$ cat src/bcpc_pkg.sv
// Constants, field layouts and state types for the battery charge port control block.
// Assumes one 100 MHz clock and an asynchronous active-high chip reset.
package bcpc_pkg;

  // ****************************************************************
  // Timing
  // ****************************************************************
  localparam int CLK_HZ          = 100_000_000;
  localparam int MS_PER_S        = 1000;
  localparam int US_PER_S        = 1_000_000;
  localparam int TICK_CYC        = CLK_HZ / MS_PER_S;
  localparam int SETTLE_US       = 40;
  localparam int SETTLE_CYC      = (SETTLE_US * (CLK_HZ / US_PER_S) < 1) ? 1 :
                                   SETTLE_US * (CLK_HZ / US_PER_S);
  localparam int RETRY_SHORT_S   = 1;
  localparam int RETRY_LONG_S    = 10;
  localparam logic [13:0] RETRY_SHORT_MS = 14'(RETRY_SHORT_S * MS_PER_S);
  localparam logic [13:0] RETRY_LONG_MS  = 14'(RETRY_LONG_S * MS_PER_S);
  localparam logic [1:0]  RETRY_SHORT_MAX = 2'h3;

  // ****************************************************************
  // Charger type codes
  // ****************************************************************
  localparam logic [2:0] CT_NONE = 3'h0;
  localparam logic [2:0] CT_DCP  = 3'h1;
  localparam logic [2:0] CT_CDP  = 3'h2;
  localparam logic [2:0] CT_SDP  = 3'h3;
  localparam logic [2:0] CT_PLO  = 3'h4;
  localparam logic [2:0] CT_PHI  = 3'h5;
  localparam logic [2:0] CT_PSH  = 3'h6;

  localparam logic [1:0] PROP_NONE = 2'h0;
  localparam logic [1:0] PROP_LO   = 2'h1;
  localparam logic [1:0] PROP_HI   = 2'h2;
  localparam logic [1:0] PROP_SH   = 2'h3;

  // ****************************************************************
  // Port charge enable register
  // ****************************************************************
  localparam int         PORTS        = 4;
  localparam int         PCE_W        = 8;
  localparam int         PCE_PORT1    = 1;
  localparam logic [7:0] PCE_RST      = 8'h00;
  localparam logic [7:0] PCE_RSVD_MSK = 8'h01;

  // ****************************************************************
  // Types
  // ****************************************************************
  typedef struct packed {
    logic       shorted;
    logic       pulldowns;
    logic       reflect;
    logic [1:0] prop;
  } bcpc_sense_t;

  typedef enum logic [1:0] {DS_IDLE, DS_SETTLE, DS_DONE} bcpc_det_st_t;
  typedef enum logic [1:0] {PS_OFF, PS_ON, PS_BACKOFF} bcpc_port_st_t;

  typedef struct packed {
    bcpc_port_st_t st;
    logic [1:0]    tries;
    logic [13:0]   ms_left;
    logic          pwr;
  } bcpc_port_t;

  typedef struct packed {
    bcpc_det_st_t  st;
    logic [11:0]   settle;
    logic [16:0]   tick_cnt;
    logic          tick;
    logic [2:0]    code;
    logic          ready;
    logic [7:0]    pce;
    logic [PORTS-1:0] role;
    logic          init_seen;
    bcpc_sense_t   sns_s1;
    bcpc_sense_t   sns_s2;
    logic [PORTS-1:0] oc_s1;
    logic [PORTS-1:0] oc_s2;
  } bcpc_top_t;

endpackage

$ cat src/bcpc_port.sv
// One downstream port: power output and over-current retry timing.
// Assumes a synchronised over-current level and a one-cycle millisecond tick.
`timescale 1ns/10ps
module bcpc_port
  import bcpc_pkg::*;
(
  input  wire logic ref_clk,
  input  wire logic sys_rst,
  input  wire logic ms_tick,
  input  wire logic init_done,
  input  wire logic charging,
  input  wire logic dcp_mode,
  input  wire logic oc,
  input  wire logic host_pwr,
  output logic      pwr
);
  bcpc_port_t q, d;

  always_comb begin
    d = q;
    if (!charging) begin
      // Standard port: host owns power and fault handling
      d.st    = PS_OFF;
      d.tries = 2'h0;
      d.pwr   = init_done & host_pwr & ~oc;
    end else begin
      case (q.st)
        PS_OFF: begin
          d.pwr = 1'b0;
          if (init_done) begin
            d.st      = PS_ON;
            d.pwr     = 1'b1;
            d.ms_left = RETRY_SHORT_MS;
          end
        end
        PS_ON: begin
          if (!dcp_mode) begin
            d.pwr = host_pwr & ~oc;
          end else if (oc) begin
            d.pwr     = 1'b0;
            d.st      = PS_BACKOFF;
            d.ms_left = (q.tries == RETRY_SHORT_MAX) ? RETRY_LONG_MS
                                                      : RETRY_SHORT_MS;
            if (q.tries != RETRY_SHORT_MAX) begin
              d.tries = q.tries + 2'h1;
            end
          end else begin
            d.pwr = 1'b1;
            // A full healthy interval forgives earlier faults
            if (ms_tick && q.ms_left != 14'h0) begin
              d.ms_left = q.ms_left - 14'h1;
            end
            if (q.ms_left == 14'h0) begin
              d.tries = 2'h0;
            end
          end
        end
        PS_BACKOFF: begin
          d.pwr = 1'b0;
          if (q.ms_left == 14'h0) begin
            d.st      = PS_ON;
            d.pwr     = 1'b1;
            d.ms_left = RETRY_SHORT_MS;
          end else if (ms_tick) begin
            d.ms_left = q.ms_left - 14'h1;
          end
        end
        default: begin
          d.st  = PS_OFF;
          d.pwr = 1'b0;
        end
      endcase
    end
  end

  always_ff @(posedge ref_clk or posedge sys_rst) begin
    if (sys_rst) begin
      q <= '{st: PS_OFF, tries: 2'h0, ms_left: 14'h0, pwr: 1'b0};
    end else begin
      q <= d;
    end
  end

  assign pwr = q.pwr;
endmodule

$ cat src/bcpc_top.sv
// Battery charge port control: upstream charger detection and downstream port power.
// Assumes charger sense comparators and over-current pins are asynchronous,
// hub stage signals come from logic on ref_clk, and register writes arrive
// from the serial configuration port as a one-cycle strobe with data.
`timescale 1ns/10ps

module bcpc_top
  import bcpc_pkg::*;
#(
  parameter int TICK_CYCLES = bcpc_pkg::TICK_CYC
)(
  input  wire logic                         ref_clk,
  input  wire logic                         sys_rst,
  input  wire logic                         detect_enable,
  input  wire logic                         enhanced_detect_enable,
  input  wire logic                         osc_detect_enable,
  input  wire logic                         hsic_upstream,
  input  wire logic                         charger_detect_stage,
  input  wire logic                         wait_reference_clock_in_stage,
  input  wire bcpc_pkg::bcpc_sense_t        charger_sense,
  output logic [2:0]                        charger_type_code,
  output logic                              charger_ready_irq,
  input  wire logic                         irq_ack,
  input  wire logic                         pce_wr,
  input  wire logic [bcpc_pkg::PCE_W-1:0]   pce_wdata,
  output logic [bcpc_pkg::PCE_W-1:0]        port_charge_enable,
  input  wire logic                         init_done,
  input  wire logic                         ganged,
  input  wire logic                         host_connected,
  input  wire logic [bcpc_pkg::PORTS-1:0]   ds_hsic,
  input  wire logic [bcpc_pkg::PORTS-1:0]   host_port_power,
  input  wire logic [bcpc_pkg::PORTS-1:0]   overcurrent_sense,
  output logic [bcpc_pkg::PORTS-1:0]        port_role_charging,
  output logic [bcpc_pkg::PORTS-1:0]        port_power_out
);
  import bcpc_pkg::*;

  // ****************************************************************
  // Classification
  // ****************************************************************
  function automatic logic [2:0] classify(input bcpc_sense_t s, input logic enh);
    logic [2:0] c;
    c = CT_NONE;
    if (s.shorted) begin
      c = CT_DCP;
    end else if (s.reflect && enh) begin
      c = CT_CDP;
    end else if (s.prop == PROP_LO) begin
      c = CT_PLO;
    end else if (s.prop == PROP_HI) begin
      c = CT_PHI;
    end else if (s.prop == PROP_SH) begin
      c = CT_PSH;
    end else if (s.pulldowns) begin
      c = CT_SDP;
    end
    return c;
  endfunction

  localparam logic [16:0] TICK_LAST   = 17'(TICK_CYCLES - 1);
  localparam logic [11:0] SETTLE_LAST = 12'(SETTLE_CYC - 1);

  bcpc_top_t q, d;
  logic      det_go;
  logic      any_oc;
  logic [PORTS-1:0] oc_eff;
  logic      det_end;
  logic [PORTS-1:0] ds_hsic_cap;

  // Detection may run on the internal oscillator while reference_clock_in is awaited
  assign det_go = detect_enable && !hsic_upstream &&
                  (charger_detect_stage || (wait_reference_clock_in_stage && osc_detect_enable));
  assign any_oc = |q.oc_s2;
  assign oc_eff = ganged ? {PORTS{any_oc}} : q.oc_s2;
  assign det_end = (q.st == DS_SETTLE) && (q.settle == SETTLE_LAST) && det_go;

  // ****************************************************************
  // Next state
  // ****************************************************************
  always_comb begin
    d = q;
    d.sns_s1 = charger_sense;
    d.sns_s2 = q.sns_s1;
    d.oc_s1  = overcurrent_sense;
    d.oc_s2  = q.oc_s1;

    d.tick = 1'b0;
    if (q.tick_cnt == TICK_LAST) begin
      d.tick_cnt = 17'h0;
      d.tick     = 1'b1;
    end else begin
      d.tick_cnt = q.tick_cnt + 17'h1;
    end

    // Custom detection by software has no interlock here; it relies on stage discipline
    if (pce_wr) begin
      d.pce = pce_wdata & ~PCE_RSVD_MSK;
    end

    // Role captured once at end of initialization and never revisited
    if (init_done && !q.init_seen) begin
      d.init_seen = 1'b1;
      d.role      = q.pce[PCE_PORT1 +: PORTS] & ~ds_hsic;
    end

    // Acknowledge clears the flag unless a new result lands the same cycle
    if (irq_ack) begin
      d.ready = 1'b0;
    end

    case (q.st)
      DS_IDLE: begin
        if (det_go) begin
          d.st     = DS_SETTLE;
          d.settle = 12'h0;
        end
      end
      DS_SETTLE: begin
        if (!det_go) begin
          d.st = DS_IDLE;
        end else if (q.settle == SETTLE_LAST) begin
          d.st    = DS_DONE;
          d.code  = classify(q.sns_s2, enhanced_detect_enable);
          d.ready = 1'b1;
        end else begin
          d.settle = q.settle + 12'h1;
        end
      end
      DS_DONE: begin
        if (!det_go) begin
          d.st = DS_IDLE;
        end
      end
      default: begin
        d.st = DS_IDLE;
      end
    endcase
  end

  always_ff @(posedge ref_clk or posedge sys_rst) begin
    if (sys_rst) begin
      q <= '{st: DS_IDLE, settle: 12'h0, tick_cnt: 17'h0, tick: 1'b0, code: CT_NONE,
             ready: 1'b0, pce: PCE_RST, role: '0, init_seen: 1'b0,
             sns_s1: '0, sns_s2: '0, oc_s1: '0, oc_s2: '0};
    end else begin
      q <= d;
    end
  end

  assign charger_type_code  = q.code;
  assign charger_ready_irq  = q.ready;
  assign port_charge_enable = q.pce;
  assign port_role_charging = q.role;

  // ****************************************************************
  // Downstream ports
  // ****************************************************************
  for (genvar i = 0; i < PORTS; i++) begin : g_port
    bcpc_port u_port (
      .ref_clk   (ref_clk),
      .sys_rst   (sys_rst),
      .ms_tick   (q.tick),
      .init_done (q.init_seen),
      .charging  (q.role[i]),
      .dcp_mode  (q.role[i] & ~host_connected),
      .oc        (oc_eff[i]),
      .host_pwr  (host_port_power[i]),
      .pwr       (port_power_out[i])
    );
  end

  // ****************************************************************
  // Per-port checks
  // ****************************************************************
  for (genvar i = 0; i < PORTS; i++) begin : g_chk

  end

  always_ff @(posedge ref_clk or posedge sys_rst) begin
    if (sys_rst) begin
      ds_hsic_cap <= '0;
    end else if (init_done && !q.init_seen) begin
      ds_hsic_cap <= ds_hsic;
    end
  end
endmodule

$ cat config.mk
export PLATFORM = sky130hd
export DESIGN_NAME = bcpc_top
export DESIGN_NICKNAME = d
export VERILOG_FILES = /design/src/bcpc_pkg.sv /design/src/bcpc_port.sv /design/src/bcpc_top.sv
export SDC_FILE = /design/constraint.sdc
export NUM_CORES = 1
export LEC_CHECK = 0
export ABC_AREA = 1
export BUFFER_PORTS_ARGS = -buffer_cell sky130_fd_sc_hd__buf_2
export CAP_MARGIN = 20
export CORE_ASPECT_RATIO = 0.5
export CORE_MARGIN = 2
export CORE_UTILIZATION = 40
export DETAILED_ROUTE_END_ITERATION = 12
export HOLD_SLACK_MARGIN = 0.02
export PLACE_DENSITY = 0.57
export SYNTH_ARGS = -nofsm -noshare
export SYNTH_HDL_FRONTEND = slang
export SYNTH_SLANG_ARGS = --single-unit
$ cat constraint.sdc
create_clock -name ref_clk -period 9.3 [get_ports ref_clk]
set_input_delay 1.86 -clock ref_clk [delete_from_list [all_inputs] [get_ports ref_clk]]
set_output_delay 1.86 -clock ref_clk [all_outputs]
set_load 0.01 [all_outputs]
==> metrics.md <==
| Metric | Value |
|---|---|
| Die Area | between 0.02 and 0.025 sq mm |
| Largest net degree at the start of global routing | 89 |
| Status | finished clean |
| H-tree levels | 4 |
| Setup slack after placement | roughly 5.7 ns |
| Clock Tree Buf Depth | 2 |
| Worst R2R Start | g_port[1].u_port.q[1]$_DFFE_PP0P_ |
| Commonest non-fill, non-tap cell in the layout | nand2_1 |
| Relative slew slack | between 30% and 40% |
| Die Height | approximately 110 microns |
| Share of the yosys chip area belonging to registers | about two fifths |
| Die X | 218 microns |
| Cts hold-fix bufs | 0 |
| Synthesized Nets | 1,362 |
| # IOs | 58 |
| Routability Congestion | between 0.8 and 0.9 |
| Total number of vias | between 8,000 and 9,000 |
| Worst-path clk slew | 0.06 ns |
| Main synth FF type | dfrtp_1 |
| Worst-skew pair later-pin latency | between 0.4 and 0.5 ns |
| Fin. max-slew vios | 0 |
| RSZ-0062 raised after global routing | no |
| Setup TNS | 0 ns |
| CTS resizes | 0 |
| Grt ovf | 0 |
| Maximum vdd drop | around 0.13 mV |
| Power per Cell Area | around 270 mW/mm^2 |
| Multi-input logic area | about 0.0047 sq mm |
| Antenna violations before repair | 0 |
| Synthesized flop and latch total | about 140 |
| Period utilization | about 34% |
| HPWL Detailed | approximately 16,000 microns |
| Final setup margin | 6.16 ns |
| WHS Endpoint | q[2]$_DFF_PP0_ |
| Fmax achieved | approximately 320 MHz |
| Final setup violation count | 0 |
| Leak pwr | 5.28 nW |
| Max-cap viol count | 0 |
| Kind of critical path | input pin to flop |
| Num rows | 39 |
| Post-layout nets | 1,398 |
| Core area | ~0.023 sq mm |
| Clk_skew | approximately 0.0076 ns |
| Crit Path Max Fanout | 15 |
| Clock sinks | between 100 and 150 |
| R2R Path End | g_port[1].u_port.q[10]$_DFFE_PP0P_ |
| Global-route wire length before repair | approximately 37,000 microns |
| Avg Inst Size Synth | approximately 7 sq um |
| Worst hold stages | 0 |
| Total power after layout | about 2.8 mW |
| # diodes | 0 |
| Layout cells sized above 1 | 11.0% |
| Worst slew pin tran | between 1 and 1.5 ns |
| Worst R2R Setup Slack | 7.12 ns |
| Via/cell ratio | between 4 and 5 |
| Crit path time final | roughly 3.1 ns |
| Hold wc startpoint | d[2]$_DFF_PP0_ |
| DR DRC count | 0 |
| WP data arrival | between 3 and 4 ns |
| Crit. End Element | flop |
| Post-CTS Setup Bufs | 0 |
| Routed wire per std cell | approximately 13 microns |
| Tightest Hold Check Type | flop to flop |
| Post-Syn Instances | between 1,000 and 1,500 |
| CTS Root Cell | clkbuf_16 |
| IO buf count | 55 |
| Setup crit start kind | input pin |
| Initial core utilization | a little over 40% |
| Area grow syn2layout | 11.3% |
| Sequential cell area | 0.00355 sq mm |
| Final WL | 21,500 microns |
| Commonest non-fill, non-tap cells in the layout | 391 x nand2_1, 173 x inv_1, 142 x dfrtp_1 |
| Placed cell areas | 0.00961 sq mm |
| Pre-antenna DRT Iters | 5 |
| Cell Area, Synth | between 0.009 and 0.01 sq mm |
| Post-synth EDFFs | 0 |
| Synth unique cells | 41 |
| Worst endpoint required time | 9.61 ns |
| Cell count of the worst reg-to-reg path | 9 |
| Post-DRT Antenna Nets | 0 |
| DRT iter0 DRCs | between 500 and 600 |
| GRT Util Overall | between 10% and 20% |
| TritonCTS Buffers | 17 |
| Design area | around 0.010 sq mm |
| Fraction of registers with async set/reset | between 90% and 100% |
| Yosys warning count | 0 |
| Vias in the first global route | just under 8,000 |
| Final Hold Fails | 0 |
| CTS tree | yes |
| Fillers | around 2,300 |
## final cells by class
class	count	share of cell area, %
Clock inverter	14	1.79
Clock buffer	18	4.29
Timing Repair Buffer	57	2.84
Tap cell	307	3.76
Inverter	190	7.02
Sequential cell	142	34.7
Multi-Input combinational cell	926	45.6
## Yosys cell counts (3+ instances only)
cell type,instances,area [sq um]
a21boi_1,14,105
a21oi_1,23,115
buf_2,6,30.0
buf_4,21,158
buf_6,3,33.8
clkbuf_1,9,33.8
dfrtp_1,142,3550
ha_1,26,325
inv_1,174,653
inv_2,16,60.1
mux2_2,3,33.8
nand2_1,391,1470
nand2_2,5,31.3
nand2_4,3,33.8
nand3_1,118,591
nand3_2,5,50.1
nand3_4,4,70.1
nand3b_1,10,75.1
nand4_1,32,200
nor2_1,114,428
nor2_2,8,50.1
nor2_4,5,56.3
nor3_1,10,50.1
nor3_2,3,30.0
nor4_1,8,50.1
o211ai_1,4,30.0
o21ai_0,67,335
o21ai_1,22,110
o22ai_1,3,18.8
o31ai_1,5,37.5
or2_1,3,18.8
or2_2,4,25.0
xnor2_1,4,35.0
xor2_1,26,228
## where the power goes
group | leakage [nW] | switching, mW | internal, mW | total (mW)
registers | 1.78 | 0.122 | 0.748 | 0.870
logic | 3.20 | 0.768 | 0.390 | 1.16
clock network | 0.295 | 0.291 | 0.434 | 0.724
total | 5.28 | 1.18 | 1.57 | 2.75
## worst max path at each step
stage,start,endpoint,slack [ns]
2_1_floorplan,sys_rst,charger_ready_irq$_DFF_PP0_,3.63
3_3_place_gp,ganged,g_port[3].u_port.q[10]$_DFFE_PP0P_,5.72
3_5_place_dp,ganged,g_port[3].u_port.q[10]$_DFFE_PP0P_,5.70
4_1_cts,port_role_charging[0]$_DFFE_PP0P_,port_role_charging[0],6.16
5_1_grt,ganged,g_port[3].u_port.q[8]$_DFFE_PP0P_,5.99
6_report,ganged,g_port[3].u_port.q[10]$_DFFE_PP0P_,6.16
## stage by stage
step,hold WS [ns],instances,utilization (%)
global route,0.340,1654,45.1
global placement,0.334,1622,42.3
detailed placement,0.335,1622,42.3
floorplan,0.331,1298,-
CTS,0.344,1654,45.1
finish,0.342,1654,45.1
## per-layer routing
metal / GRT usage [%] / up-vias / part of all wire, %
li1: - / 4192 / -
met1: 24.7 / 3826 / 48
met2: 31.2 / 141 / 47
met3: 4.50 / 32 / 3.6
met4: 5.76 / 0 / 1.8
met5: 0 / - / 0
## worst max-delay path: stages
cell     delay (ns)
buf_2          0.12
inv_2          0.04
nand2_1        0.04
nand2_1        0.31
nand2_1        0.27
inv_1          0.06
nand2_1        0.10
nand3_4        0.21
nor2_2         0.32
a21oi_1        0.12
## logic make-up after synthesis
family | count (synthesis) | share of synthesized area (%)
buf+inv | 230 | 10.6
flops | 142 | 38.7
mux | 3 | 0.368
other cells | 1 | 0.0408
compound gates | 142 | 8.58
simple gates | 724 | 35.3
xor+xnor | 30 | 2.86
fa+ha+maj | 26 | 3.54
## registers in the layout (all words and copies together), names as in the netlist
register,cells
q,42
d,9
port_role_charging,4
port_charge_enable,7
g_port.u_port.pwr,4
g_port.u_port.q,72
charger_ready_irq,1
charger_type_code,3
(Power assumes the default switching activity.)
